==> src/rtl/spfs_pkg.sv <==
// constants, carrier types and helpers of the shared pin function select block
// Summary of operation
// - general-purpose locations 0 to 12 and 30 are reserved, holding nothing.
// - first register fields 15:14 to 9:8 pick each two-wire clock pin; 00 clock.
// - first register fields 7:6 to 1:0 pick fiber signal detect pins; 00 detect.
// - any pin field holding 11 hands the pin to plain GPIO control.
// - second register 15:14 sets both timestamp serial pins; 11 makes GPIO 12/13.
// - bit 13 low drives the low-power-hold pin; high, the reset value, keeps input.
// - a driven low-power-hold pin shows bit 12, which resets to zero.
// - read-only bit 11 returns the sampled low-power-hold pin level.
// - bit 10 set floats two-wire outputs instead of driving them high.
// - bit 9 set floats LED outputs instead of driving them high.
// - bit 8 enables the three extra pulse-per-second outputs; resets to zero.
// - bits 7:6 pick the primary pulse-per-second pin; 11 makes GPIO eleven.
// - bits 5:4 pick the time load/save strobe pin; 11 makes GPIO ten.
// - bits 3:2 pick the fast-link-failure pin; 11 makes GPIO nine.
// - bits 1:0 pick the shared two-wire data pin; 11 makes GPIO eight.
// - page register 31 at 0x0010 reaches this global page; 0x0000 returns.
// - a GPIO pin is driven from the output word when its enable bit is set.
package spfs_pkg;

  localparam int unsigned SPFS_DATA_W = 16;
  localparam int unsigned SPFS_ADDR_W = 5;
  localparam int unsigned SPFS_PIN_COUNT = 14;
  localparam int unsigned SPFS_PPS_EXTRA_COUNT = 3;

  localparam logic [4:0] SPFS_ADDR_SEL_A = 5'h0d;
  localparam logic [4:0] SPFS_ADDR_SEL_B = 5'h0e;
  localparam logic [4:0] SPFS_ADDR_PAGE = 5'h1f;
  localparam logic [15:0] SPFS_PAGE_GP = 16'h0010;
  localparam logic [15:0] SPFS_PAGE_MAIN = 16'h0000;

  localparam logic [15:0] SPFS_SEL_A_RESET = 16'h0000;
  localparam logic [15:0] SPFS_SEL_B_RESET = 16'h2600;

  // two-bit select fields, one flag bit per field low bit
  localparam logic [15:0] SPFS_SEL_A_FIELDS = 16'h5555;
  localparam logic [15:0] SPFS_SEL_B_FIELDS = 16'h4055;
  localparam logic [1:0] SPFS_CODE_FUNC = 2'h0;
  localparam logic [1:0] SPFS_CODE_GPIO = 2'h3;

  localparam int unsigned SPFS_B_HOLD_OE_N = 13;
  localparam int unsigned SPFS_B_HOLD_DATA = 12;
  localparam int unsigned SPFS_B_HOLD_IN = 11;
  localparam int unsigned SPFS_B_TWI_FLOAT = 10;
  localparam int unsigned SPFS_B_LED_FLOAT = 9;
  localparam int unsigned SPFS_B_PPS_EXTRA = 8;
  // writable bits of the second register; bit 11 is the live pin level
  localparam logic [15:0] SPFS_SEL_B_WMASK = 16'hf7ff;

  localparam int unsigned SPFS_PIN_SCL0 = 4;
  localparam int unsigned SPFS_PIN_SDA = 8;
  localparam int unsigned SPFS_PIN_FLF = 9;
  localparam int unsigned SPFS_PIN_LOAD = 10;
  localparam int unsigned SPFS_PIN_PPS = 11;
  localparam int unsigned SPFS_PIN_CS = 12;
  localparam int unsigned SPFS_PIN_DO = 13;

  typedef struct packed {
    logic mode_gpio;
    logic float_high;
    logic func_out;
    logic func_oe;
    logic gpio_out;
    logic gpio_oe;
  } spfs_pin_ctl_t;

  typedef struct packed {
    logic [4:0] addr;
    logic [15:0] wdata;
    logic wr;
    logic rd;
  } spfs_mgmt_req_t;

  // a reserved code written into a field keeps the field's old value
  function automatic logic [15:0] spfs_filter_codes(input logic [15:0] old_val,
                                                    input logic [15:0] new_val,
                                                    input logic [15:0] fields);
    logic [15:0] res;
    res = new_val;
    for (int i = 0; i < 16; i += 2) begin
      if (fields[i] && (new_val[i+1] != new_val[i])) begin
        res[i+1 -: 2] = old_val[i+1 -: 2];
      end
    end
    return res;
  endfunction : spfs_filter_codes

endpackage : spfs_pkg

==> src/rtl/spfs_pin_cell.sv <==
// one shared pad: function or GPIO source, float-high option, registered pad drive
`timescale 1ns/10ps
module spfs_pin_cell
  import spfs_pkg::*;
(
  input wire logic clk_i,
  input wire logic srst_i,
  input wire logic ce_i,
  input wire spfs_pin_ctl_t ctl_i,
  input wire logic pad_i,
  output logic pad_o,
  output logic pad_oe_o,
  output logic func_in_o,
  output logic gpio_in_o
);

  logic pad_reg, pad_next;
  logic oe_reg, oe_next;
  logic func_in_reg, func_in_next;
  logic gpio_in_reg, gpio_in_next;
  logic drv_val;
  logic drv_en;

  always_comb begin
    drv_val = ctl_i.mode_gpio ? ctl_i.gpio_out : ctl_i.func_out;
    drv_en = ctl_i.mode_gpio ? ctl_i.gpio_oe : ctl_i.func_oe;
    pad_next = drv_val;
    // a float-high pad lets the external pull-up make the one
    oe_next = drv_en && !(ctl_i.float_high && drv_val);
    // the core sees a quiet zero once the pad belongs to GPIO
    func_in_next = ctl_i.mode_gpio ? 1'b0 : pad_i;
    gpio_in_next = pad_i;
  end

  always_ff @(posedge clk_i) begin
    if (srst_i) begin
      pad_reg <= 1'b0;
      oe_reg <= 1'b0;
      func_in_reg <= 1'b0;
      gpio_in_reg <= 1'b0;
    end else if (ce_i) begin
      pad_reg <= pad_next;
      oe_reg <= oe_next;
      func_in_reg <= func_in_next;
      gpio_in_reg <= gpio_in_next;
    end
  end

  assign pad_o = pad_reg;
  assign pad_oe_o = oe_reg;
  assign func_in_o = func_in_reg;
  assign gpio_in_o = gpio_in_reg;

endmodule : spfs_pin_cell

==> src/rtl/spfs_mgmt_port.sv <==
// management access: page register, decode of the two select registers, read data
`timescale 1ns/10ps
module spfs_mgmt_port
  import spfs_pkg::*;
(
  input wire logic clk_i,
  input wire logic srst_i,
  input wire logic ce_i,
  input wire spfs_mgmt_req_t req_i,
  input wire logic [15:0] sel_a_i,
  input wire logic [15:0] sel_b_i,
  output logic wr_a_o,
  output logic wr_b_o,
  output logic gp_page_o,
  output logic [15:0] rdata_o,
  output logic rvalid_o
);

  logic [15:0] page_reg, page_next;
  logic [15:0] rdata_reg, rdata_next;
  logic rvalid_reg, rvalid_next;
  logic gp_page;

  assign gp_page = (page_reg == SPFS_PAGE_GP);

  always_comb begin
    page_next = page_reg;
    if (req_i.wr && (req_i.addr == SPFS_ADDR_PAGE)) begin
      page_next = req_i.wdata;
    end
    wr_a_o = req_i.wr && gp_page && (req_i.addr == SPFS_ADDR_SEL_A);
    wr_b_o = req_i.wr && gp_page && (req_i.addr == SPFS_ADDR_SEL_B);
    rvalid_next = req_i.rd;
    rdata_next = rdata_reg;
    if (req_i.rd) begin
      // reserved and foreign locations answer zero
      if (req_i.addr == SPFS_ADDR_PAGE) begin
        rdata_next = page_reg;
      end else if (gp_page && (req_i.addr == SPFS_ADDR_SEL_A)) begin
        rdata_next = sel_a_i;
      end else if (gp_page && (req_i.addr == SPFS_ADDR_SEL_B)) begin
        rdata_next = sel_b_i;
      end else begin
        rdata_next = 16'h0000;
      end
    end
  end

  always_ff @(posedge clk_i) begin
    if (srst_i) begin
      page_reg <= SPFS_PAGE_MAIN;
      rdata_reg <= 16'h0000;
      rvalid_reg <= 1'b0;
    end else if (ce_i) begin
      page_reg <= page_next;
      rdata_reg <= rdata_next;
      rvalid_reg <= rvalid_next;
    end
  end

  assign gp_page_o = gp_page;
  assign rdata_o = rdata_reg;
  assign rvalid_o = rvalid_reg;

endmodule : spfs_mgmt_port

==> src/rtl/spfs_top.sv <==
// shared pin function select: select registers, pad routing, hold pin, LED and pps pads
`timescale 1ns/10ps
module spfs_top
  import spfs_pkg::*;
#(
  parameter int unsigned LED_COUNT = 16
) (
  input wire logic clk_i,
  input wire logic srst_i,
  input wire logic ce_i,
  input wire logic [4:0] mgmt_addr_i,
  input wire logic [15:0] mgmt_wdata_i,
  input wire logic mgmt_wr_i,
  input wire logic mgmt_rd_i,
  output logic [15:0] mgmt_rdata_o,
  output logic mgmt_rvalid_o,
  output logic gp_page_active_o,
  input wire logic [13:0] core_out_i,
  input wire logic [13:0] core_oe_i,
  output logic [13:0] core_in_o,
  input wire logic [13:0] gpio_out_i,
  input wire logic [13:0] gpio_oe_i,
  output logic [13:0] gpio_in_o,
  input wire logic [13:0] shared_pad_i,
  output logic [13:0] shared_pad_o,
  output logic [13:0] shared_pad_oe_o,
  input wire logic [LED_COUNT-1:0] led_i,
  input wire logic [LED_COUNT-1:0] led_pad_i,
  output logic [LED_COUNT-1:0] led_pad_o,
  output logic [LED_COUNT-1:0] led_pad_oe_o,
  input wire logic [2:0] pps_extra_i,
  output logic [2:0] pps_extra_o,
  output logic [2:0] pps_extra_oe_o,
  input wire logic low_power_hold_pin_i,
  output logic low_power_hold_pin_o,
  output logic low_power_hold_pin_oe_o
);

  ////////////////////////////////////////////////////////////////////////////
  // management access

  spfs_mgmt_req_t mgmt_req;
  logic wr_a;
  logic wr_b;
  logic gp_page;
  logic [15:0] sel_a_reg, sel_a_next;
  logic [15:0] sel_b_reg, sel_b_next;
  logic hold_in_reg, hold_in_next;
  logic [15:0] sel_b_view;
  logic gp_page_reg;

  assign mgmt_req.addr = mgmt_addr_i;
  assign mgmt_req.wdata = mgmt_wdata_i;
  assign mgmt_req.wr = mgmt_wr_i;
  assign mgmt_req.rd = mgmt_rd_i;

  // bit 11 always shows the sampled pin, never the stored value
  always_comb begin
    sel_b_view = sel_b_reg;
    sel_b_view[SPFS_B_HOLD_IN] = hold_in_reg;
  end

  spfs_mgmt_port u_mgmt (
    .clk_i(clk_i),
    .srst_i(srst_i),
    .ce_i(ce_i),
    .req_i(mgmt_req),
    .sel_a_i(sel_a_reg),
    .sel_b_i(sel_b_view),
    .wr_a_o(wr_a),
    .wr_b_o(wr_b),
    .gp_page_o(gp_page),
    .rdata_o(mgmt_rdata_o),
    .rvalid_o(mgmt_rvalid_o)
  );

  ////////////////////////////////////////////////////////////////////////////
  // select registers

  always_comb begin
    sel_a_next = sel_a_reg;
    sel_b_next = sel_b_reg;
    if (wr_a) begin
      // dropping reserved codes keeps every pin in a defined mode
      sel_a_next = spfs_filter_codes(sel_a_reg, mgmt_wdata_i, SPFS_SEL_A_FIELDS);
    end
    if (wr_b) begin
      sel_b_next = (spfs_filter_codes(sel_b_reg, mgmt_wdata_i, SPFS_SEL_B_FIELDS)
                    & SPFS_SEL_B_WMASK) | (sel_b_reg & ~SPFS_SEL_B_WMASK);
    end
    hold_in_next = low_power_hold_pin_i;
  end

  always_ff @(posedge clk_i) begin
    if (srst_i) begin
      sel_a_reg <= SPFS_SEL_A_RESET;
      sel_b_reg <= SPFS_SEL_B_RESET;
      hold_in_reg <= 1'b0;
      gp_page_reg <= 1'b0;
    end else if (ce_i) begin
      sel_a_reg <= sel_a_next;
      sel_b_reg <= sel_b_next;
      hold_in_reg <= hold_in_next;
      gp_page_reg <= gp_page;
    end
  end

  assign gp_page_active_o = gp_page_reg;

  ////////////////////////////////////////////////////////////////////////////
  // per-pin mode decode

  logic [13:0] pin_gpio;
  logic [13:0] pin_float;
  logic twi_float;
  logic led_float;

  assign twi_float = sel_b_reg[SPFS_B_TWI_FLOAT];
  assign led_float = sel_b_reg[SPFS_B_LED_FLOAT];

  always_comb begin
    pin_gpio = '0;
    for (int i = 0; i < 4; i++) begin
      pin_gpio[i] = (sel_a_reg[2*i+1 -: 2] == SPFS_CODE_GPIO);
      pin_gpio[SPFS_PIN_SCL0+i] = (sel_a_reg[2*i+9 -: 2] == SPFS_CODE_GPIO);
    end
    pin_gpio[SPFS_PIN_SDA] = (sel_b_reg[1:0] == SPFS_CODE_GPIO);
    pin_gpio[SPFS_PIN_FLF] = (sel_b_reg[3:2] == SPFS_CODE_GPIO);
    pin_gpio[SPFS_PIN_LOAD] = (sel_b_reg[5:4] == SPFS_CODE_GPIO);
    pin_gpio[SPFS_PIN_PPS] = (sel_b_reg[7:6] == SPFS_CODE_GPIO);
    pin_gpio[SPFS_PIN_CS] = (sel_b_reg[15:14] == SPFS_CODE_GPIO);
    pin_gpio[SPFS_PIN_DO] = (sel_b_reg[15:14] == SPFS_CODE_GPIO);
    // only the two-wire clock and data pads obey the two-wire float bit
    pin_float = '0;
    for (int i = SPFS_PIN_SCL0; i <= SPFS_PIN_SDA; i++) begin
      pin_float[i] = twi_float;
    end
  end

  ////////////////////////////////////////////////////////////////////////////
  // shared pads

  for (genvar p = 0; p < SPFS_PIN_COUNT; p++) begin : g_pin
    spfs_pin_ctl_t ctl;
    assign ctl.mode_gpio = pin_gpio[p];
    assign ctl.float_high = pin_float[p];
    assign ctl.func_out = core_out_i[p];
    assign ctl.func_oe = core_oe_i[p];
    assign ctl.gpio_out = gpio_out_i[p];
    assign ctl.gpio_oe = gpio_oe_i[p];
    spfs_pin_cell u_cell (
      .clk_i(clk_i),
      .srst_i(srst_i),
      .ce_i(ce_i),
      .ctl_i(ctl),
      .pad_i(shared_pad_i[p]),
      .pad_o(shared_pad_o[p]),
      .pad_oe_o(shared_pad_oe_o[p]),
      .func_in_o(core_in_o[p]),
      .gpio_in_o(gpio_in_o[p])
    );
  end

  ////////////////////////////////////////////////////////////////////////////
  // LED pads: always driven by the LED logic, only the high level may float

  for (genvar l = 0; l < LED_COUNT; l++) begin : g_led
    spfs_pin_ctl_t ctl;
    assign ctl.mode_gpio = 1'b0;
    assign ctl.float_high = led_float;
    assign ctl.func_out = led_i[l];
    assign ctl.func_oe = 1'b1;
    assign ctl.gpio_out = 1'b0;
    assign ctl.gpio_oe = 1'b0;
    spfs_pin_cell u_cell (
      .clk_i(clk_i),
      .srst_i(srst_i),
      .ce_i(ce_i),
      .ctl_i(ctl),
      .pad_i(led_pad_i[l]),
      .pad_o(led_pad_o[l]),
      .pad_oe_o(led_pad_oe_o[l]),
      .func_in_o(),
      .gpio_in_o()
    );
  end

  ////////////////////////////////////////////////////////////////////////////
  // low-power-hold pin and extra pulse-per-second pads

  logic hold_out_reg, hold_out_next;
  logic hold_oe_reg, hold_oe_next;
  logic [2:0] pps_reg, pps_next;
  logic [2:0] pps_oe_reg, pps_oe_next;

  always_comb begin
    hold_oe_next = !sel_b_reg[SPFS_B_HOLD_OE_N];
    hold_out_next = sel_b_reg[SPFS_B_HOLD_DATA];
    pps_next = pps_extra_i;
    // left off, these pads stay free for the daisy-chain input
    pps_oe_next = {3{sel_b_reg[SPFS_B_PPS_EXTRA]}};
  end

  always_ff @(posedge clk_i) begin
    if (srst_i) begin
      hold_out_reg <= 1'b0;
      hold_oe_reg <= 1'b0;
      pps_reg <= 3'h0;
      pps_oe_reg <= 3'h0;
    end else if (ce_i) begin
      hold_out_reg <= hold_out_next;
      hold_oe_reg <= hold_oe_next;
      pps_reg <= pps_next;
      pps_oe_reg <= pps_oe_next;
    end
  end

  assign low_power_hold_pin_o = hold_out_reg;
  assign low_power_hold_pin_oe_o = hold_oe_reg;
  assign pps_extra_o = pps_reg;
  assign pps_extra_oe_o = pps_oe_reg;

endmodule : spfs_top

==> config.mk <==
export PLATFORM = sky130hd
export DESIGN_NAME = spfs_top
export DESIGN_NICKNAME = d
export VERILOG_FILES = /design/src/rtl/spfs_pkg.sv /design/src/rtl/spfs_pin_cell.sv /design/src/rtl/spfs_mgmt_port.sv /design/src/rtl/spfs_top.sv
export SDC_FILE = /design/constraint.sdc
export NUM_CORES = 1
export LEC_CHECK = 0
export BUFFER_PORTS_ARGS = -buffer_cell sky130_fd_sc_hd__buf_2
export CORE_MARGIN = 2
export CORE_UTILIZATION = 55
export DETAILED_ROUTE_END_ITERATION = 8
export PLACE_DENSITY_LB_ADDON = 0.3
export SYNTH_ARGS = -nofsm -noshare
export SYNTH_HDL_FRONTEND = slang
export SYNTH_SLANG_ARGS = --single-unit
export TNS_END_PERCENT = 30
==> constraint.sdc <==
create_clock -name clk_i -period 4.74 [get_ports clk_i]
set_input_delay 0.237 -clock clk_i [delete_from_list [all_inputs] [get_ports clk_i]]
set_output_delay 0.237 -clock clk_i [all_outputs]
set_load 0.02 [all_outputs]
Word level (Yosys, flattened, before mapping) --
Cells that the tools add are included.
Storage, ports and cells: word-level logic and storage cells 260, output and inout bits 114, register bits 161, input port bits 132
Cells by class: bitwise gates (word level) 9, mux-type cells 55, equality and inequality tests 25, reduce and logical (&&, ||, !) cells 65
Operators with widths (count):
- 16-bit 2-to-1 mux | 3
- 1-bit 2-to-1 mux | 42
- 1-bit logical AND | 32
- 2-bit == test (second input constant) | 13
- 3-bit AND reduction | 8
- 1-bit zero test | 22
- 2-bit 2-to-1 mux | 10
- 16-bit by 5-bit == test with 1-bit output (second input constant) | 1
- 16-bit by 12-bit OR with 16-bit output | 1
- 5-bit by 4-bit == test with 1-bit output (second input constant) | 2
- 1-bit != test | 8
- 1-bit inverter | 8
- 2-bit AND reduction | 3
- 5-bit == test (second input constant) | 1

Depth between registers and ports, before layout --
Gate-level depths: netlist (run 1).
word-level depth 5, gate-level depth with buffers 7, mapped depth without buffers 4

Cells and area by module --
Synthesis (run 1) repeated with hierarchy kept, for this count alone.
Second synthesis, totals: cells, all modules 913, area total of the unflattened synthesis 8839.7 sq um
Modules (own cells, without submodules):
- spfs_pin_cell | seq. area each 80.1 sq um, area an instance 176.4 sq um, instances 30, cells an instance 17
- spfs_top | seq. area each 780.7 sq um, area an instance 1836.8 sq um, instances 1, cells an instance 200
- spfs_mgmt_port | seq. area each 660.6 sq um, area an instance 1710.4 sq um, instances 1, cells an instance 203

Least setup slack after synthesis (run 1) --
OpenSTA, ideal clock, no wires.
path type reg-to-reg, from reg u_mgmt.page_reg[15], to reg (tool-made name), setup slack 2.854 ns, required time 4.608 ns, path buffers 1, stages on the path, launching flop included 6, arrival time 1.754 ns, clock period less this slack 1.886 ns, setup time 0.132 ns, cells stage by stage dfxtp_1 > or4_4 > or4_4 > buf_6 > o21ai_1 > a31oi_1
RTL lines:
- from (decl) | line spfs_mgmt_port.sv:19 | logic [15:0] page_reg, page_next;
- from (signal assigned) | line spfs_mgmt_port.sv:55 | page_reg <= page_next;

Worst setup path in the final report (run 1) --
from reg u_mgmt.page_reg[10], to reg u_mgmt.rdata_reg[9], in the netlist u_mgmt.rdata_o[9]
On the way: longest elaborated chain between the ends 5, elaborated cells between the ends (all ways) 6, classes of those cells eq/ne (1); mux (3); reduce/logical (2)
Ends and longest elaborated chain:
- 16-bit by 5-bit == test with 1-bit output * | line spfs_mgmt_port.sv:24 | assign gp_page = (page_reg == SPFS_PAGE_GP);
- 1-bit logical AND | line spfs_mgmt_port.sv:41 | end else if (gp_page && (req_i.addr == SPFS_ADDR_SEL_B)) begin
- 16-bit 2-to-1 mux | line spfs_mgmt_port.sv:41
- 16-bit 2-to-1 mux * | line spfs_mgmt_port.sv:39 | end else if (gp_page && (req_i.addr == SPFS_ADDR_SEL_A)) begin
- 16-bit 2-to-1 mux * | line spfs_mgmt_port.sv:37 | if (req_i.addr == SPFS_ADDR_PAGE) begin
- to (signal assigned) | line spfs_mgmt_port.sv:56 | rdata_reg <= rdata_next;
- to (decl) | line spfs_mgmt_port.sv:20 | logic [15:0] rdata_reg, rdata_next;
Every way passes the cells marked *; elsewhere a longest branch is shown, timed or not. A chain may end at the register's enable or synchronous reset.

==> impl_metrics.csv, run 1 <==
group,metric,value,unit
global_route,global_route.overflow_total,0,
place,place_area,7853,um^2
synthesis,synthesized_flop_and_latch_total,160,
run_status,outcome,"complete, no violations",
clock_tree,cts_hold_buffers,0,
finish,antenna-diode-count,0,
timing,finalMaxSlewViolations,0,
route,finalWirelength,18850,um
run,drv.max_cap_violation_count,0,
finish,most_common_cell_after_layout_fill_and_taps_aside,"sky130_fd_sc_hd__buf_2",
route,drtIter0Drc,553,
synthesis,asyncSetResetFlopFracSynth,0,
floorplan,rows,42,
clock_tree,clk_pin_slew,0.06,ns
finish,most-common-layout-cells,"sky130_fd_sc_hd__buf_2, sky130_fd_sc_hd__dfxtp_1, sky130_fd_sc_hd__nor2_1",
worst_hold_path,worst_hold_path_type,"input port to flop",
floorplan,design.die.area,14350,um^2
clock_tree,cts-resized-gates,0,
worst_setup_path,timing.critical_path.to,"u_mgmt.rdata_o[9]",
worst_setup_path,critical-path-max-stage-delay,0.73,ns
timing,worst_clock_skew,0.006235,ns
global_route,pin_count_of_the_biggest_net_entering_global_routing,96,
worst_setup_path,critical_path_required_time,5.07,ns
place,placed_cells,1103,
worst_setup_path,timing.critical_path.from_type,"flop",
timing,slew-limit-headroom,0.2464,
floorplan,floorplan.initialDensity,0.5592,
timing,summed_negative_setup_slack_over_all_endpoints,0,ns
place,pre_cts_ws,2.284,ns
route,drt_drc_violations_left,0,
synthesis,synthDominantAreaCellType,"sky130_fd_sc_hd__dfxtp_1",
worst_setup_path,worst_r2r_endpoint,"u_mgmt.rdata_o[9]",
global_route,antenna_found_initial,0,
floorplan,dieWidth,119.8,um
floorplan,die_height,119.8,um
worst_setup_path,reg2reg_slack,2.24,ns
timing,setup_viol,0,
floorplan,io-pin-count,246,
synthesis,yosys_most_used_dff,"sky130_fd_sc_hd__dfxtp_1",
synthesis,post_synth_main_area_contributors,"sky130_fd_sc_hd__dfxtp_1, sky130_fd_sc_hd__buf_4, sky130_fd_sc_hd__mux2i_1, sky130_fd_sc_hd__nor2_1, sky130_fd_sc_hd__nand3_1",
finish,area_growth,13.77,%
place,buffers_added_on_ports,229,
clock_tree,number_of_h_tree_branching_levels,4,
synthesis,synth_fp_nets,973,
global_route,wire_length_of_the_first_global_routing_pass,29810,um
route,wl_per_cell,16.66,um
clock_tree,cts_root_buffer,"sky130_fd_sc_hd__clkbuf_16",
worst_setup_path,critical_path.slowest_cell,"sky130_fd_sc_hd__nor4_4",
worst_setup_path,critical_path.startpoint,"u_mgmt.page_reg[10]",
power,power_density,359.3,nW/um^2
synthesis,post_synth_instance_area,7376,um^2
finish,layout.nets,1078,
worst_setup_path,cp_data_arrival_time,2.83,ns
timing,worstMarginPinSlew,1.130,ns
place,place_hpwl,13320,um
finish,layout.cell_area.non_filler,8392,um^2
timing,fin_crit_sh,0.5266,
power,p_leak,0.003668,uW
clock_tree,clk-insertion-delay-late,0.41,ns
synthesis,post_synth_inst_count,841,
floorplan,design.core.area,13190,um^2
timing,clock.fmax,400.6,MHz
clock_tree,clk_path_buf_depth,2,
timing,final.min_clock_period,2.496,ns
place,gp_routability_congestion,0.8318,
clock_tree,setup_repair_bufs_after_cts,0,
synthesis,synth_top_cell_area_share,0.4343,
clock_tree,tritoncts_num_sinks,160,
worst_setup_path,timing.critical_path.to_type,"flop",
worst_setup_path,regToRegStartpoint,"u_mgmt.page_reg[10]",
synthesis,ys.warnings.count,0,
finish,stdcell_count,1131,
timing,grt_setup_unrepaired,"no",
timing,final.setup.worst_slack,2.244,ns
synthesis,synth-edff-count,0,
clock_tree,cts_tree,"built",
timing,timing_hold_violations_final,0,
route,detailed_routing_iterations_pass_1,5,
worst_setup_path,setup.worst_path.class,"flop to flop",
synthesis,yosysUniqueCellTypes,42,
route,route.vias.total,6388,
power,totalPowerFinal,3015,uW
worst_setup_path,crit_fanout,17,
global_route,globalRouteTotalUtil,0.2609,
worst_setup_path,crit_path_cell_trace,"or4_1 > nor4_4 > buf_4 > nand3_1 > a32oi_1",
global_route,first_global_vias,5774,
worst_setup_path,rr_worst_depth,5,
finish,final_layout_size_suffix_gt1_frac,0.2890,
power,ir_drop,0.2187,mV
route,ant_nets,0,
synthesis,avgSynthCellArea,8.770,um^2
synthesis,synth-seq-area-share,0.4343,
clock_tree,tritoncts.num_buffers,17,
route,vias_per_std_cell,5.648,
[final cells by class]
class,instances,area (um^2)
multi-input combinational,532,3237
clock buffer,20,446.7
fill,1198,4798
timing repair buffer,233,1185
clock inverter,8,92.59
inverter,2,7.507
tap,176,220.2
sequential,160,3203
[cell usage after synthesis, types with 2 or more instances]
cell	n
sky130_fd_sc_hd__nor2_1	94
sky130_fd_sc_hd__a32oi_1	15
sky130_fd_sc_hd__buf_4	90
sky130_fd_sc_hd__a31oi_1	26
sky130_fd_sc_hd__o21ai_0	41
sky130_fd_sc_hd__nor3_2	3
sky130_fd_sc_hd__or3_1	2
sky130_fd_sc_hd__o211ai_1	5
sky130_fd_sc_hd__clkbuf_1	43
sky130_fd_sc_hd__buf_2	7
sky130_fd_sc_hd__o21ai_1	28
sky130_fd_sc_hd__a21oi_1	26
sky130_fd_sc_hd__or4_4	3
sky130_fd_sc_hd__buf_6	4
sky130_fd_sc_hd__and2_1	16
sky130_fd_sc_hd__nand3_1	66
sky130_fd_sc_hd__o21bai_1	3
sky130_fd_sc_hd__buf_1	3
sky130_fd_sc_hd__nor4_4	2
sky130_fd_sc_hd__a311oi_1	34
sky130_fd_sc_hd__mux2_2	5
sky130_fd_sc_hd__nand2b_1	21
sky130_fd_sc_hd__dfxtp_1	160
sky130_fd_sc_hd__a211oi_1	6
sky130_fd_sc_hd__nand4_1	15
sky130_fd_sc_hd__nand2_1	49
sky130_fd_sc_hd__inv_1	2
sky130_fd_sc_hd__mux2i_1	58
[power by group]
| part | internal (uW) | total (uW) | switching, uW |
|---|---|---|---|
| clock | 772 | 1270 | 502 |
| sequential | 1400 | 1420 | 24.3 |
| combinational | 121 | 321 | 199 |
| total | 2290 | 3010 | 726 |
[metal layers]
metal / vias up / wire length (um) / GRT usage
met3: 29 / 1430 / 0.04325
li1: 3128 / - / -
met2: 262 / 8630 / 0.4161
met5: - / 0 / 0
met4: 0 / 265 / 0.08529
met1: 2969 / 8520 / 0.3616
[worst max-delay path, delay by kind of cell (launching register included)]
kind            cells  cell delay (ns)
simple gates        3             1.49
buf+inv             1             0.35
flops               1             0.32
compound gates      1             0.25
[metrics by stage]
| step | hold WS [ns] | utilization |
|---|---|---|
| finish | 0.03264 | 0.6362 |
| global route | 0.03640 | 0.6362 |
| CTS | 0.01683 | 0.6362 |
| detailed placement | 0.4552 | 0.5953 |
| global placement | 0.4489 | 0.5953 |
| floorplan | 0.3511 | - |
[how the worst min path moves through the flow]
stage	slack [ns]	cells past startpoint	from	to
after detailed placement	0.46	2	led_i[0]	g_led[0].u_cell.pad_oe_o
after floorplan	0.35	1	led_i[0]	g_led[0].u_cell.pad_oe_o
after CTS	0.02	2	led_i[0]	g_led[0].u_cell.pad_oe_o
final	0.03	2	led_i[14]	g_led[14].u_cell.pad_oe_o
after global routing	0.04	2	led_i[5]	g_led[5].u_cell.pad_oe_o
after global placement	0.45	2	led_i[0]	g_led[0].u_cell.pad_oe_o
[kinds of logic (layout without fill, tap and decap cells)]
group | count (synthesis) | after routing | synth area share
simple gates | 283 | 283 | 0.1912
buf+inv | 149 | 263 | 0.1269
mux | 63 | 63 | 0.08634
flops | 160 | 160 | 0.4343
compound gates | 186 | 186 | 0.1613
No activity file was read; power rests on OpenSTA's default activity.
==> run 2: changes to the inputs <==
CORE_UTILIZATION = 51   (was 55)
clock period = 2.3 ns   (was 4.74 ns; I/O delays follow)
==> impl_metrics.csv, run 2 (synthesis gave the netlist of run 1 again) <==
group,metric,value,unit
clock_tree,clk_path_buf_depth,2,
power,logic_pwr_share,0.117,
power,clk_network_pwr_share,0.447,
floorplan,rows,43,
clock_tree,tritoncts.num_buffers,17,
floorplan,design.core.area,13990,um^2
worst_setup_path,regToRegStartpoint,"u_mgmt.page_reg[10]",
power,power_density,721.0,nW/um^2
global_route,antenna_found_initial,0,
power,switching_share,0.2450,
power,psw,1645,uW
clock_tree,number_of_h_tree_branching_levels,4,
finish,area_growth,26.26,%
timing,summed_negative_setup_slack_over_all_endpoints,0,ns
timing,final.setup.worst_slack,0.3212,ns
place,place_area,7943,um^2
worst_setup_path,critical_path.startpoint,"u_mgmt.page_reg[10]",
floorplan,floorplan.initialDensity,0.5273,
place,place_hpwl,13760,um
timing,grt_setup_unrepaired,"no",
worst_setup_path,reg2reg_slack,0.32,ns
global_route,global_route.overflow_total,0,
route,ant_nets,0,
timing,worstMarginPinSlew,0.7991,ns
global_route,first_global_vias,6311,
power,totalPowerFinal,6714,uW
timing,clock.fmax,505.4,MHz
route,met3WireLength,1637,um
worst_hold_path,min_from,"mgmt_wdata_i[10]",
worst_setup_path,rr_worst_depth,5,
run_status,outcome,"complete, no violations",
place,pre_cts_ws,0.3450,ns
clock_tree,cts-resized-gates,0,
worst_setup_path,critical_path_required_time,2.61,ns
route,vias_per_std_cell,5.547,
timing,finalMaxSlewViolations,0,
power,p_leak,0.004090,uW
floorplan,dieWidth,124.3,um
worst_setup_path,crit_fanout,31,
clock_tree,tritoncts_num_sinks,160,
timing,worst_clock_skew,0.007506,ns
finish,layout.nets,1160,
route,dr_wl_met2,9697,um
worst_setup_path,timing.critical_path.to,"sel_b_reg[13]",
timing,final.min_clock_period,1.979,ns
place,gp_routability_congestion,0.8451,
clock_tree,setup_repair_bufs_after_cts,0,
clock_tree,cts_root_buffer,"sky130_fd_sc_hd__clkbuf_16",
route,drtIter0Drc,569,
global_route,pin_count_of_the_biggest_net_entering_global_routing,157,
route,drt_drc_violations_left,0,
run,drv.max_cap_violation_count,0,
place,buffers_added_on_ports,229,
timing,timing_hold_violations_final,0,
power,p_int,5069,uW
floorplan,die_height,124.3,um
worst_hold_path,worst_hold_path_type,"input port to flop",
worst_setup_path,worst_r2r_endpoint,"sel_b_reg[13]",
finish,antenna-diode-count,0,
finish,most_common_cell_after_layout_fill_and_taps_aside,"sky130_fd_sc_hd__buf_2",
finish,layout.cell_area.non_filler,9313,um^2
floorplan,design.die.area,15440,um^2
route,wl_per_cell,17.07,um
route,routed.top_layer,"met4",
global_route,wire_length_of_the_first_global_routing_pass,33300,um
timing,fin_crit_sh,0.8603,
floorplan,io-pin-count,246,
clock_tree,clk_pin_slew,0.06,ns
worst_setup_path,timing.critical_path.from_type,"flop",
clock_tree,clk-insertion-delay-late,0.42,ns
route,detailed_routing_iterations_pass_1,5,
power,ir_drop,0.6745,mV
finish,most-common-layout-cells,"sky130_fd_sc_hd__buf_2, sky130_fd_sc_hd__dfxtp_1, sky130_fd_sc_hd__nor2_1",
worst_setup_path,timing.critical_path.to_type,"flop",
global_route,globalRouteTotalUtil,0.2643,
route,routedLengthMet1,9031,um
power,seq_power_share,0.436,
timing,setup_viol,0,
route,finalWirelength,20840,um
timing,slew-limit-headroom,0.4666,
finish,final_layout_size_suffix_gt1_frac,0.2776,
clock_tree,cts_tree,"built",
worst_setup_path,setup.worst_path.class,"flop to flop",
worst_setup_path,cp_data_arrival_time,2.29,ns
route,route.vias.total,6773,
[run 2: changes by cell type in the layout (fill, tap and decap cells not counted), sizes merged]
cell and change:
clkbuf -1, buf +8, bufinv +2, dlygate4sd3 +74, inv +1, clkinv +2
[run 2: per-stage QoR]
stage,std cells,hold slack [ns],util
finish,1221,0.01883,0.6657
global route,1221,0.03813,0.6657
CTS,1221,0.006968,0.6657
detailed placement,1115,0.3317,0.5678
global placement,1115,0.3270,0.5678
floorplan,841,0.2291,-
[run 2: cell type report]
class	instances	area, um^2
Fill cell	1156	4676
Clock buffer	19	442.9
Timing Repair Buffer	315	2011
Multi-Input combinational cell	532	3237
Clock inverter	13	186.4
Inverter	2	7.507
Sequential cell	160	3203
Tap cell	180	225.2
[run 2: worst max-delay path, stage by stage (launching register included)]
cell                       delay (ns)
sky130_fd_sc_hd__dfxtp_1         0.32
sky130_fd_sc_hd__or4_1           0.64
sky130_fd_sc_hd__or3_1           0.35
sky130_fd_sc_hd__buf_4           0.25
sky130_fd_sc_hd__nor3_2          0.21
sky130_fd_sc_hd__o21bai_1        0.10
[run 2: timing repair]
| action | CTS | global route |
|---|---|---|
| endpoints found under the setup margin | 0 | 0 |
| hold buffers | 74 | 0 |
| endpoints found under the hold margin | 86 | 0 |
[run 2: worst min path at each step]
stage          slack, ns  depth (start not counted)                   endpoint
6_report            0.02                          3        u_mgmt.page_reg[10]
5_1_grt             0.04                          3         u_mgmt.page_reg[9]
4_1_cts            0.007                          3        u_mgmt.page_reg[10]
3_5_place_dp        0.33                          2  g_led[15].u_cell.pad_oe_o
3_3_place_gp        0.33                          2  g_led[14].u_cell.pad_oe_o
2_1_floorplan       0.23                          1   g_led[0].u_cell.pad_oe_o
[run 2: layer usage]
metal / vias up / track usage
met5: - / 0
met4: 0 / 0.08460
met3: 31 / 0.06615
met2: 290 / 0.4246
met1: 3147 / 0.3498
li1: 3305 / -
[run 2: power by group through the flow]
| stage | sequential (uW) | clock, uW | combinational [uW] |
|---|---|---|---|
| 2_1_floorplan | 2980 | 0 | 508 |
| 3_3_place_gp | 2980 | 0 | 658 |
| 3_5_place_dp | 2990 | 0 | 664 |
| 4_1_cts | 2930 | 3030 | 771 |
| 5_1_grt | 2940 | 3170 | 843 |
| 6_report | 2930 | 3000 | 785 |
